[src/rtl/msm_pkg.sv]
/*
 * Shared constants of the memory soft-error monitor: register offsets,
 * field positions, reset values and the monitor state type.
 * Assumes a 32-bit AXI4-Lite register bus with byte addresses.
 */
package msm_pkg;

	// Register byte offsets
	localparam logic [7:0] OFS_CTRL = 8'h00;
	localparam logic [7:0] OFS_STAT = 8'h04;
	localparam logic [7:0] OFS_INFO = 8'h08;
	localparam logic [7:0] OFS_IDX  = 8'h0c;
	localparam logic [7:0] OFS_DIV  = 8'h10;

	// monitor_control_reg fields
	localparam int CTRL_ACTIVATE_BIT = 0;
	localparam int CTRL_PCIE_EN_BIT  = 1;

	// monitor_status_reg fields
	localparam int STAT_IDLE_BIT   = 0;
	localparam int STAT_DETECT_BIT = 1;
	localparam int STAT_WATCH_BIT  = 2;
	localparam int STAT_BUSY_BIT   = 3;
	localparam int STAT_IND_BIT    = 4;

	// indication_flags_reg fields
	localparam int INFO_UNC_BIT     = 0;
	localparam int INFO_UNC_OVF_BIT = 1;
	localparam int INFO_COR_BIT     = 2;
	localparam int INFO_COR_OVF_BIT = 3;
	localparam int INFO_ADDR_LSB    = 16;

	// Reset values
	localparam logic [15:0] DIV_RST  = 16'h00ff;
	localparam logic [31:0] DATA_RST = 32'h0000_0000;

	// Interrupt source position at the top-level controller
	localparam int INTR_SRC_BIT = 20;

	// AXI responses
	localparam logic [1:0] RESP_OKAY   = 2'b00;
	localparam logic [1:0] RESP_SLVERR = 2'b10;

	typedef enum logic [1:0] {
		ST_IDLE,
		ST_WATCH,
		ST_DETECT
	} msm_state_t;

endpackage : msm_pkg

[src/rtl/msm_mem_store.sv]
/*
 * Per-memory indication store: four flags and one address.
 * Assumes event strobes are one-cycle pulses on clk_sys_in.
 */
`timescale 1ns/1ps
module msm_mem_store #(
	parameter int ADDR_W = 12
) (
	input  wire logic              clk_sys_in,
	input  wire logic              unc_evt_in,
	input  wire logic              cor_evt_in,
	input  wire logic [ADDR_W-1:0] addr_in,
	input  wire logic              watch_in,
	input  wire logic              clear_in,
	output logic      [3:0]        flags_out,
	output logic      [ADDR_W-1:0] addr_out,
	output logic                   pending_out
);

	// Not reset: stored indications survive a device reset, cleared by the monitor
	logic [3:0]        flags_r;
	logic [3:0]        flags_nxt;
	logic [ADDR_W-1:0] addr_r;
	logic [ADDR_W-1:0] addr_nxt;

	always_comb begin
		flags_nxt = flags_r;
		addr_nxt  = addr_r;
		// RULE_15 cleared after readout
		if (clear_in) begin
			flags_nxt = 4'h0;
		end
		// RULE_17 uncorrectable with address
		if (unc_evt_in) begin
			// RULE_20 address kept only while watching
			if (watch_in && !flags_nxt[msm_pkg::INFO_UNC_BIT]) begin
				flags_nxt[msm_pkg::INFO_UNC_BIT] = 1'b1;
				addr_nxt                         = addr_in;
			end else begin
				// RULE_18 address lost
				flags_nxt[msm_pkg::INFO_UNC_OVF_BIT] = 1'b1;
			end
		end
		if (cor_evt_in) begin
			// RULE_19 uncorrectable address takes priority
			if (watch_in && !flags_nxt[msm_pkg::INFO_UNC_BIT] && !flags_nxt[msm_pkg::INFO_COR_BIT]
				&& !unc_evt_in) begin
				flags_nxt[msm_pkg::INFO_COR_BIT] = 1'b1;
				addr_nxt                         = addr_in;
			end else begin
				flags_nxt[msm_pkg::INFO_COR_OVF_BIT] = 1'b1;
			end
		end
	end

	// RULE_14 single pending indication
	// RULE_23 kept across device reset
	always_ff @(posedge clk_sys_in) begin
		flags_r <= flags_nxt;
		addr_r  <= addr_nxt;
	end

	assign flags_out   = flags_r;
	assign addr_out    = addr_r;
	assign pending_out = |flags_r;

endmodule : msm_mem_store

[src/rtl/msm_monitor.sv]
/*
 * Memory soft-error monitor: idle, watch and detect states stepped by
 * software through an AXI4-Lite register slave, one store per memory.
 * Assumes memory event strobes are synchronous to clk_sys_in.
 */
// Our own choices: the AXI4-Lite register port and the register addresses.
// Functional notes
// RULE_01: Three states idle, watch, detect; reset enters idle.
// RULE_02: In idle memories still store indications but do not report them.
// RULE_03: In watch the monitor looks at every attached memory.
// RULE_04: A seen indication in watch sets status flag and interrupt.
// RULE_05: In detect, info and index registers show one indication.
// RULE_06: Idle, detect and watch status bits are readable.
// RULE_07: Each activate request from software gives exactly one transition.
// RULE_08: Activate stays set until the next state is reached.
// RULE_09: Busy bit is high throughout a transition.
// RULE_10: First activate clears all memories and goes idle to watch.
// RULE_11: Software programs the speed divider before the first activate.
// RULE_12: Software enables PCIe MAC memory monitoring only with PCIe on.
// RULE_13: Readout goes watch, idle, then detects until watch returns.
// RULE_14: Each memory holds only one pending indication.
// RULE_15: A memory's indication clears once the monitor has read it.
// RULE_16: Indication is four flags plus one address.
// RULE_17: Upset with keepable address sets its flag and stores address.
// RULE_18: Upset without stored address sets the matching overflow flag.
// RULE_19: Uncorrectable information wins over correctable information.
// RULE_20: Addresses are captured only during watch.
// RULE_21: Correctable and uncorrectable read errors are reported as integrity events.
// RULE_22: Software reboots on an unlisted memory index.
// RULE_23: Device reset leaves memory indications unchanged.
// RULE_24: Integrity interrupt sits at source bit 20.
// RULE_25: From detect, step to next pending memory or back to watch.
`timescale 1ns/1ps
module msm_monitor #(
	parameter int              NUM_MEM   = 8,
	parameter int              ADDR_W    = 12,
	parameter logic [31:0]     PCIE_MASK = 32'h0000_0000
) (
	input  wire logic                      clk_sys_in,
	input  wire logic                      sys_rst_in,
	input  wire logic [7:0]                s_axi_awaddr_in,
	input  wire logic                      s_axi_awvalid_in,
	output logic                           s_axi_awready_out,
	input  wire logic [31:0]               s_axi_wdata_in,
	input  wire logic [3:0]                s_axi_wstrb_in,
	input  wire logic                      s_axi_wvalid_in,
	output logic                           s_axi_wready_out,
	output logic [1:0]                     s_axi_bresp_out,
	output logic                           s_axi_bvalid_out,
	input  wire logic                      s_axi_bready_in,
	input  wire logic [7:0]                s_axi_araddr_in,
	input  wire logic                      s_axi_arvalid_in,
	output logic                           s_axi_arready_out,
	output logic [31:0]                    s_axi_rdata_out,
	output logic [1:0]                     s_axi_rresp_out,
	output logic                           s_axi_rvalid_out,
	input  wire logic                      s_axi_rready_in,
	input  wire logic [NUM_MEM-1:0]        mem_unc_evt_in,
	input  wire logic [NUM_MEM-1:0]        correctable_flag_evt_in,
	input  wire logic [NUM_MEM*ADDR_W-1:0] mem_addr_in,
	output logic                           integrity_interrupt_out,
	output logic [31:0]                    intr_src_out
);

	localparam int IDX_W = (NUM_MEM > 1) ? $clog2(NUM_MEM) : 1;

	if (NUM_MEM < 1 || NUM_MEM > 32 || ADDR_W < 1 || ADDR_W > 16) begin : g_param_check
		$error("msm_monitor: NUM_MEM must be 1..32 and ADDR_W 1..16");
	end

	////////////////////////////////////////////////////////////////////////////
	// Functions

	function automatic logic [IDX_W:0] next_pending(input logic [NUM_MEM-1:0] vec,
		input logic [IDX_W:0] start);
		logic [IDX_W:0] res;
		res = '0;
		for (int i = NUM_MEM - 1; i >= 0; i--) begin
			if (vec[i] && (i >= int'(start))) begin
				res = {1'b1, IDX_W'(i)};
			end
		end
		return res;
	endfunction : next_pending

	function automatic logic [2:0] reg_sel(input logic [7:0] addr);
		logic [2:0] sel;
		unique case ({addr[7:2], 2'b00})
			msm_pkg::OFS_CTRL: sel = 3'h0;
			msm_pkg::OFS_STAT: sel = 3'h1;
			msm_pkg::OFS_INFO: sel = 3'h2;
			msm_pkg::OFS_IDX:  sel = 3'h3;
			msm_pkg::OFS_DIV:  sel = 3'h4;
			default:           sel = 3'h7;
		endcase
		return sel;
	endfunction : reg_sel

	////////////////////////////////////////////////////////////////////////////
	// Memory stores

	logic [NUM_MEM-1:0] pend_w;
	logic [3:0]         flags_w [NUM_MEM];
	logic [ADDR_W-1:0]  maddr_w [NUM_MEM];
	logic [NUM_MEM-1:0] clr_vec_r;
	logic [NUM_MEM-1:0] clr_vec_nxt;
	logic [NUM_MEM-1:0] mem_en_w;
	msm_pkg::msm_state_t state_r;
	msm_pkg::msm_state_t state_nxt;
	logic               pcie_en_r;
	logic               pcie_en_nxt;

	// Bypassed PCIe MAC memories are ignored
	assign mem_en_w = ~PCIE_MASK[NUM_MEM-1:0] | {NUM_MEM{pcie_en_r}};

	for (genvar g = 0; g < NUM_MEM; g++) begin : g_mem
		// RULE_21 read errors per memory
		msm_mem_store #(
			.ADDR_W (ADDR_W)
		) u_store (
			.clk_sys_in  (clk_sys_in),
			.unc_evt_in  (mem_unc_evt_in[g] & mem_en_w[g]),
			.cor_evt_in  (correctable_flag_evt_in[g] & mem_en_w[g]),
			.addr_in     (mem_addr_in[g*ADDR_W +: ADDR_W]),
			.watch_in    (state_r == msm_pkg::ST_WATCH),
			.clear_in    (clr_vec_r[g]),
			.flags_out   (flags_w[g]),
			.addr_out    (maddr_w[g]),
			.pending_out (pend_w[g])
		);
	end

	////////////////////////////////////////////////////////////////////////////
	// Monitor state

	logic              activate_r;
	logic              activate_nxt;
	logic              busy_r;
	logic              busy_nxt;
	logic [15:0]       cnt_r;
	logic [15:0]       cnt_nxt;
	logic              first_r;
	logic              first_nxt;
	logic              ind_r;
	logic              ind_nxt;
	logic [IDX_W-1:0]  idx_r;
	logic [IDX_W-1:0]  idx_nxt;
	logic [31:0]       info_r;
	logic [31:0]       info_nxt;
	logic [15:0]       div_r;
	logic [15:0]       div_nxt;
	logic [31:0]       intr_r;
	logic [31:0]       intr_nxt;
	logic [NUM_MEM-1:0] seen_w;

	// RULE_03 every attached memory watched
	assign seen_w = pend_w & mem_en_w;

	// Register-bus side effects, produced by the bus section
	logic              wr_do;
	logic [2:0]        wr_sel;
	logic [31:0]       wr_data;
	logic [3:0]        wr_strb;

	always_comb begin
		logic [IDX_W:0] hit;
		hit          = '0;
		state_nxt    = state_r;
		activate_nxt = activate_r;
		busy_nxt     = busy_r;
		cnt_nxt      = cnt_r;
		first_nxt    = first_r;
		ind_nxt      = ind_r;
		idx_nxt      = idx_r;
		info_nxt     = info_r;
		div_nxt      = div_r;
		pcie_en_nxt  = pcie_en_r;
		clr_vec_nxt  = '0;

		// RULE_09 busy while transitioning
		if (activate_r && !busy_r) begin
			busy_nxt = 1'b1;
			cnt_nxt  = div_r;
		end else if (busy_r && cnt_r != 16'h0000) begin
			cnt_nxt = cnt_r - 16'h0001;
		end else if (busy_r) begin
			busy_nxt     = 1'b0;
			// RULE_08 cleared on arrival
			activate_nxt = 1'b0;
			unique case (state_r)
				msm_pkg::ST_IDLE: begin
					if (first_r) begin
						// RULE_10 clear all, go to watch
						first_nxt   = 1'b0;
						clr_vec_nxt = '1;
						state_nxt   = msm_pkg::ST_WATCH;
					end else begin
						// RULE_13 readout walk from idle
						hit = next_pending(seen_w, '0);
						if (hit[IDX_W]) begin
							state_nxt = msm_pkg::ST_DETECT;
							idx_nxt   = hit[IDX_W-1:0];
						end else begin
							state_nxt = msm_pkg::ST_WATCH;
						end
					end
				end
				msm_pkg::ST_WATCH: begin
					state_nxt = msm_pkg::ST_IDLE;
				end
				msm_pkg::ST_DETECT: begin
					// RULE_15 read-out memory cleared
					clr_vec_nxt[idx_r] = 1'b1;
					// RULE_25 next pending or back to watch
					hit = next_pending(seen_w & ~(NUM_MEM'(1) << idx_r), {1'b0, idx_r});
					if (hit[IDX_W]) begin
						idx_nxt = hit[IDX_W-1:0];
					end else begin
						state_nxt = msm_pkg::ST_WATCH;
					end
				end
			endcase
		end

		// RULE_05 info and index shown in detect
		if (state_nxt == msm_pkg::ST_DETECT) begin
			// RULE_16 four flags and address
			info_nxt = (32'(maddr_w[idx_nxt]) << msm_pkg::INFO_ADDR_LSB) | 32'(flags_w[idx_nxt]);
		end

		// Status flag clear by writing one
		if (wr_do && wr_sel == 3'h1 && wr_strb[0] && wr_data[msm_pkg::STAT_IND_BIT]) begin
			ind_nxt = 1'b0;
		end
		// RULE_02 idle stores, no report
		// RULE_04 indication seen while watching, set wins
		// Store being cleared no longer counts
		if (state_r == msm_pkg::ST_WATCH && |(seen_w & ~clr_vec_r)) begin
			ind_nxt = 1'b1;
		end

		if (wr_do && wr_sel == 3'h0 && wr_strb[0]) begin
			pcie_en_nxt = wr_data[msm_pkg::CTRL_PCIE_EN_BIT];
			// RULE_07 one request per write
			if (wr_data[msm_pkg::CTRL_ACTIVATE_BIT]) begin
				activate_nxt = 1'b1;
			end
		end
		if (wr_do && wr_sel == 3'h4) begin
			if (wr_strb[0]) begin
				div_nxt[7:0] = wr_data[7:0];
			end
			if (wr_strb[1]) begin
				div_nxt[15:8] = wr_data[15:8];
			end
		end

		// RULE_24 source bit 20
		intr_nxt                        = '0;
		intr_nxt[msm_pkg::INTR_SRC_BIT] = ind_nxt;
	end

	// RULE_01 reset enters idle
	always_ff @(posedge clk_sys_in or posedge sys_rst_in) begin
		if (sys_rst_in) begin
			state_r    <= msm_pkg::ST_IDLE;
			activate_r <= 1'b0;
			busy_r     <= 1'b0;
			cnt_r      <= 16'h0000;
			first_r    <= 1'b1;
			ind_r      <= 1'b0;
			idx_r      <= '0;
			info_r     <= msm_pkg::DATA_RST;
			div_r      <= msm_pkg::DIV_RST;
			pcie_en_r  <= 1'b0;
			clr_vec_r  <= '0;
			intr_r     <= msm_pkg::DATA_RST;
		end else begin
			state_r    <= state_nxt;
			activate_r <= activate_nxt;
			busy_r     <= busy_nxt;
			cnt_r      <= cnt_nxt;
			first_r    <= first_nxt;
			ind_r      <= ind_nxt;
			idx_r      <= idx_nxt;
			info_r     <= info_nxt;
			div_r      <= div_nxt;
			pcie_en_r  <= pcie_en_nxt;
			clr_vec_r  <= clr_vec_nxt;
			intr_r     <= intr_nxt;
		end
	end

	assign integrity_interrupt_out = ind_r;
	assign intr_src_out            = intr_r;

	////////////////////////////////////////////////////////////////////////////
	// AXI4-Lite slave

	logic        aw_have_r;
	logic        aw_have_nxt;
	logic [7:0]  aw_addr_r;
	logic [7:0]  aw_addr_nxt;
	logic        w_have_r;
	logic        w_have_nxt;
	logic [31:0] w_data_r;
	logic [31:0] w_data_nxt;
	logic [3:0]  w_strb_r;
	logic [3:0]  w_strb_nxt;
	logic        bvalid_r;
	logic        bvalid_nxt;
	logic [1:0]  bresp_r;
	logic [1:0]  bresp_nxt;
	logic        rvalid_r;
	logic        rvalid_nxt;
	logic [31:0] rdata_r;
	logic [31:0] rdata_nxt;
	logic [1:0]  rresp_r;
	logic [1:0]  rresp_nxt;
	logic [31:0] stat_w;

	// RULE_06 state and busy bits
	always_comb begin
		stat_w                              = '0;
		stat_w[msm_pkg::STAT_IDLE_BIT]      = (state_r == msm_pkg::ST_IDLE);
		stat_w[msm_pkg::STAT_DETECT_BIT]    = (state_r == msm_pkg::ST_DETECT);
		stat_w[msm_pkg::STAT_WATCH_BIT]     = (state_r == msm_pkg::ST_WATCH);
		stat_w[msm_pkg::STAT_BUSY_BIT]      = busy_r | activate_r;
		stat_w[msm_pkg::STAT_IND_BIT]       = ind_r;
	end

	assign wr_do   = aw_have_r && w_have_r && !bvalid_r;
	assign wr_sel  = reg_sel(aw_addr_r);
	assign wr_data = w_data_r;
	assign wr_strb = w_strb_r;

	always_comb begin
		aw_have_nxt = aw_have_r;
		aw_addr_nxt = aw_addr_r;
		w_have_nxt  = w_have_r;
		w_data_nxt  = w_data_r;
		w_strb_nxt  = w_strb_r;
		bvalid_nxt  = bvalid_r;
		bresp_nxt   = bresp_r;
		rvalid_nxt  = rvalid_r;
		rdata_nxt   = rdata_r;
		rresp_nxt   = rresp_r;

		if (s_axi_awvalid_in && !aw_have_r) begin
			aw_have_nxt = 1'b1;
			aw_addr_nxt = s_axi_awaddr_in;
		end
		if (s_axi_wvalid_in && !w_have_r) begin
			w_have_nxt = 1'b1;
			w_data_nxt = s_axi_wdata_in;
			w_strb_nxt = s_axi_wstrb_in;
		end
		if (wr_do) begin
			aw_have_nxt = 1'b0;
			w_have_nxt  = 1'b0;
			bvalid_nxt  = 1'b1;
			bresp_nxt   = (wr_sel == 3'h7) ? msm_pkg::RESP_SLVERR : msm_pkg::RESP_OKAY;
		end else if (bvalid_r && s_axi_bready_in) begin
			bvalid_nxt = 1'b0;
		end

		if (s_axi_arvalid_in && !rvalid_r) begin
			rvalid_nxt = 1'b1;
			rresp_nxt  = msm_pkg::RESP_OKAY;
			unique case (reg_sel(s_axi_araddr_in))
				3'h0:    rdata_nxt = {30'h0, pcie_en_r, activate_r};
				3'h1:    rdata_nxt = stat_w;
				3'h2:    rdata_nxt = info_r;
				3'h3:    rdata_nxt = 32'(idx_r);
				3'h4:    rdata_nxt = {16'h0000, div_r};
				default: begin
					rdata_nxt = msm_pkg::DATA_RST;
					rresp_nxt = msm_pkg::RESP_SLVERR;
				end
			endcase
		end else if (rvalid_r && s_axi_rready_in) begin
			rvalid_nxt = 1'b0;
		end
	end

	always_ff @(posedge clk_sys_in or posedge sys_rst_in) begin
		if (sys_rst_in) begin
			aw_have_r <= 1'b0;
			aw_addr_r <= 8'h00;
			w_have_r  <= 1'b0;
			w_data_r  <= msm_pkg::DATA_RST;
			w_strb_r  <= 4'h0;
			bvalid_r  <= 1'b0;
			bresp_r   <= msm_pkg::RESP_OKAY;
			rvalid_r  <= 1'b0;
			rdata_r   <= msm_pkg::DATA_RST;
			rresp_r   <= msm_pkg::RESP_OKAY;
		end else begin
			aw_have_r <= aw_have_nxt;
			aw_addr_r <= aw_addr_nxt;
			w_have_r  <= w_have_nxt;
			w_data_r  <= w_data_nxt;
			w_strb_r  <= w_strb_nxt;
			bvalid_r  <= bvalid_nxt;
			bresp_r   <= bresp_nxt;
			rvalid_r  <= rvalid_nxt;
			rdata_r   <= rdata_nxt;
			rresp_r   <= rresp_nxt;
		end
	end

	// Ready is the inverse of a held item, so it comes from a flop
	assign s_axi_awready_out = ~aw_have_r;
	assign s_axi_wready_out  = ~w_have_r;
	assign s_axi_arready_out = ~rvalid_r;
	assign s_axi_bvalid_out  = bvalid_r;
	assign s_axi_bresp_out   = bresp_r;
	assign s_axi_rvalid_out  = rvalid_r;
	assign s_axi_rdata_out   = rdata_r;
	assign s_axi_rresp_out   = rresp_r;

endmodule : msm_monitor

[config.mk]
export PLATFORM = sky130hd
export DESIGN_NAME = msm_monitor
export DESIGN_NICKNAME = d
export VERILOG_FILES = /design/src/rtl/msm_pkg.sv /design/src/rtl/msm_mem_store.sv /design/src/rtl/msm_monitor.sv
export SDC_FILE = /design/constraint.sdc
export NUM_CORES = 1
export LEC_CHECK = 0
export BUFFER_PORTS_ARGS = -buffer_cell sky130_fd_sc_hd__buf_2
export CAP_MARGIN = 20
export CORE_UTILIZATION = 50
export DETAILED_ROUTE_END_ITERATION = 8
export PLACE_DENSITY = 0.76
export REMOVE_ABC_BUFFERS = 1
export SLEW_MARGIN = 0
export SYNTH_ARGS = -nofsm -noshare
export SYNTH_HDL_FRONTEND = slang
export SYNTH_SLANG_ARGS = --single-unit
[constraint.sdc]
create_clock -name clk_sys_in -period 4.07 [get_ports clk_sys_in]
set_input_delay 0.814 -clock clk_sys_in [delete_from_list [all_inputs] [get_ports clk_sys_in]]
set_output_delay 0.814 -clock clk_sys_in [all_outputs]
set_load 0.02 [all_outputs]
==> impl_metrics.ini <==
[status]
status = finished, final reports clean

[floorplanning]
rows = 55
die_area_mm2 = 0.0242
chipHeight_um = 155
io_pins = 245
chipWidth_um = 155
initial_core_util_pct = 51.5
coreArea_mm2 = 0.0228

[placement]
globalplace.congestion = 0.845
port_buffers = 185
place_hpwl_um = 20800

[sta]
rsz0062_at_grt = no
slew_violations = 0
fmax_mhz = 285
setup_violations = 0
finalWorstPathRequiredPeriod_ps = 3500
slew-limit-headroom_pct = 32.4
post-route-period-util_pct = 86.1
setup-tns-final_ps = 0
finalHoldViolCount = 0
fin_skew_ps = 35.4
tightest_slew_ps = 1010

[clock_network]
clk_latency_ps = 560
postCtsSetupRepairBufs = 0
clk_pin_slew_ps = 60
post_cts_resized = 0
clockBufferDepth = 3
ctsHoldBuffers = 0
htree_levels = 1
ctsRootBufferMaster = clkbuf_16
clock-sinks = 252
numCtsBuffers = 27
cts_tree = done

[worst_setup_path]
crit_buf_inv = 2
cpMaxStageDelayCell = a2111oi_0
crit_chain = nor4_4, nand2_1, a211o_1, o211a_4, nor3_4, buf_12, inv_2, a2111oi_0, a2111oi_2
setup.worst_path.end_class = flip-flop
cp.required_ps = 4460
critPathTopFamily = compound AO/OA/AOI/OAI gates
slowest_delay_ps = 570
crit_type = flip-flop to flip-flop
crit_path_start_kind = flip-flop
crit_fanout = 41
arrival_ps = 3890

[cells_and_area]
final_util_pct = 60.5
syn_to_final_growth_pct = 17.4
finalNetCount = 1514
drive_above_1_share_pct = 32.6

[routing]
routedWlPerCell_um = 17.5
vias = 9402
drt_iter0_drc = 551
drt_pass1_iterations = 5
routed_wl_um = 29300
drc_errors = 0
ant_nets = 0
viasPerCell = 5.61

[global_routing]
grt.total_usage_pct = 24.4
antenna_found_initial = 2
grt_first_pass_wirelength_um = 47300
grt_pass1_vias = 9198
grt_max_degree = 69
grt_overflow = 0

[logic_synthesis]
post-synth-top-count-cell = nand2_1
synth.distinct_cells = 84
synth_area_per_cell_um2 = 10.1
ys_ff_latch = 252
synthArstFlopShare_pct = 49.2
synth_edf_count = 0
synth_common_cells = nand2_1 (149), mux2_2 (141), dfxtp_1 (128), dfrtp_1 (115), o21ai_0 (88)
synth_top_area_share_pct = 24.4
ys.flop_type = dfxtp_1
synth-seq-area-share_pct = 48.2
synth.yosys.warnings = 0
synth_area_leaders = dfrtp_1 (24%), dfxtp_1 (22%), mux2_2 (13%)
syn_area_mm2 = 0.0118
syn_inst = 1160
yosys.area.top_type = dfrtp_1

[power_and_ir_drop]
irDropWorstVdd_mv = 0.363
pwr_density_cell_mw_per_mm2 = 550
power_mw = 7.60
leakage_nw = 6.10

[run]
drv_cap = 0

[worst_hold_path]
hold_class = input port to asynchronous set/reset pin
-- worst paths after layout --
path / startpoint / slack (ps) / to / cells past startpoint
max in group asynchronous: sys_rst_in / 2800 / div_r[7] / 3
hold reg to reg: s_axi_rdata_out[8] / 460 / s_axi_rdata_out[8] / 2
setup reg to reg: g_mem[3].u_store.flags_out[0] / 570 / info_r[1] / 9
hold / removal: sys_rst_in / 390 / s_axi_rdata_out[17] / 2
min in group clk_sys_in: s_axi_bready_in / 450 / s_axi_bvalid_out / 2
setup / recovery: g_mem[3].u_store.flags_out[0] / 570 / info_r[1] / 9
-- stage by stage --
step	instance area [um^2]	worst slack, ps	hold slack [ps]	instances
finish	13800	566	393	1675
global route	13800	348	462	1673
CTS	13800	631	417	1672
detailed placement	12900	659	453	1622
global placement	12900	691	448	1622
floorplan	11300	-474	444	1094
-- kinds of logic after synthesis --
family / Yosys count / share of synthesized area, %
AO/OA/AOI/OAI: 243 / 14.3
XOR/XNOR: 6 / 0.446
adder cells (fa/ha/maj): 4 / 0.425
buffers and inverters: 141 / 6.49
flip-flops: 252 / 48.2
multiplexers: 160 / 15.1
other: 1 / 0.0319
AND/OR/NAND/NOR: 353 / 15.0
-- per-layer routing --
layer,vias to the layer above,routed length (um),track usage (%)
met4,2,994,8.92
met2,373,14100,41.2
met5,-,13,0
met1,4464,12200,31.1
li1,4491,-,-
met3,72,2020,4.74
-- state kept, by name (all words and copies together) (netlist names), 3 cells and up --
signal and flops:
div_r 16, aw_addr_r 6, cnt_r 16, info_r 16, g_mem.u_store.flags_out 32, clr_vec_r 8
w_data_r 16, g_mem.u_store.addr_out 96, idx_r 3, s_axi_rdata_out 28
-- power by group --
group | internal, mW | switching [mW]
clock network | 1.49 | 1.01
registers | 2.98 | 0.416
logic | 0.760 | 0.953
-- final cells by class --
type                    count  area (um^2)
multi-input cells         803         5490
flip-flops and latches    252         5680
inverters                  39          154
fillers                  1981         9030
clock inverters            13          151
clock buffers              37          753
repair buffers            216         1200
well taps                 313          392
diodes                      2         5.00
-- placed cells by master (no fill, tap or decap), types with 10 or more instances in the layout --
cell / netlist / routed
a2111oi_2: 10 / 10
dfxtp_1: 128 / 128
mux2i_1: 18 / 18
o211ai_1: 20 / 20
conb_1: 1 / 37
dfrtp_1: 115 / 115
nand2_1: 149 / 149
buf_2: 10 / 185
a21oi_1: 33 / 33
nand2b_1: 19 / 19
nor3_1: 20 / 20
inv_1: 37 / 36
nor4_1: 30 / 30
mux2_2: 141 / 141
nor2_1: 51 / 51
nand4_1: 21 / 21
a31oi_1: 16 / 16
o21ai_0: 88 / 88
nand3_1: 22 / 22
a211oi_1: 16 / 16
buf_4: 42 / 27
clkbuf_16: 0 / 27
-- worst reg2reg max path, stage by stage, from the launching register on --
cell and delay (ps):
dfxtp_1 350, nor4_4 490, nand2_1 240, a211o_1 400
o211a_4 360, nor3_4 380, buf_12 290, inv_2 190
a2111oi_0 570, a2111oi_2 60
(Power assumes the default switching activity.)
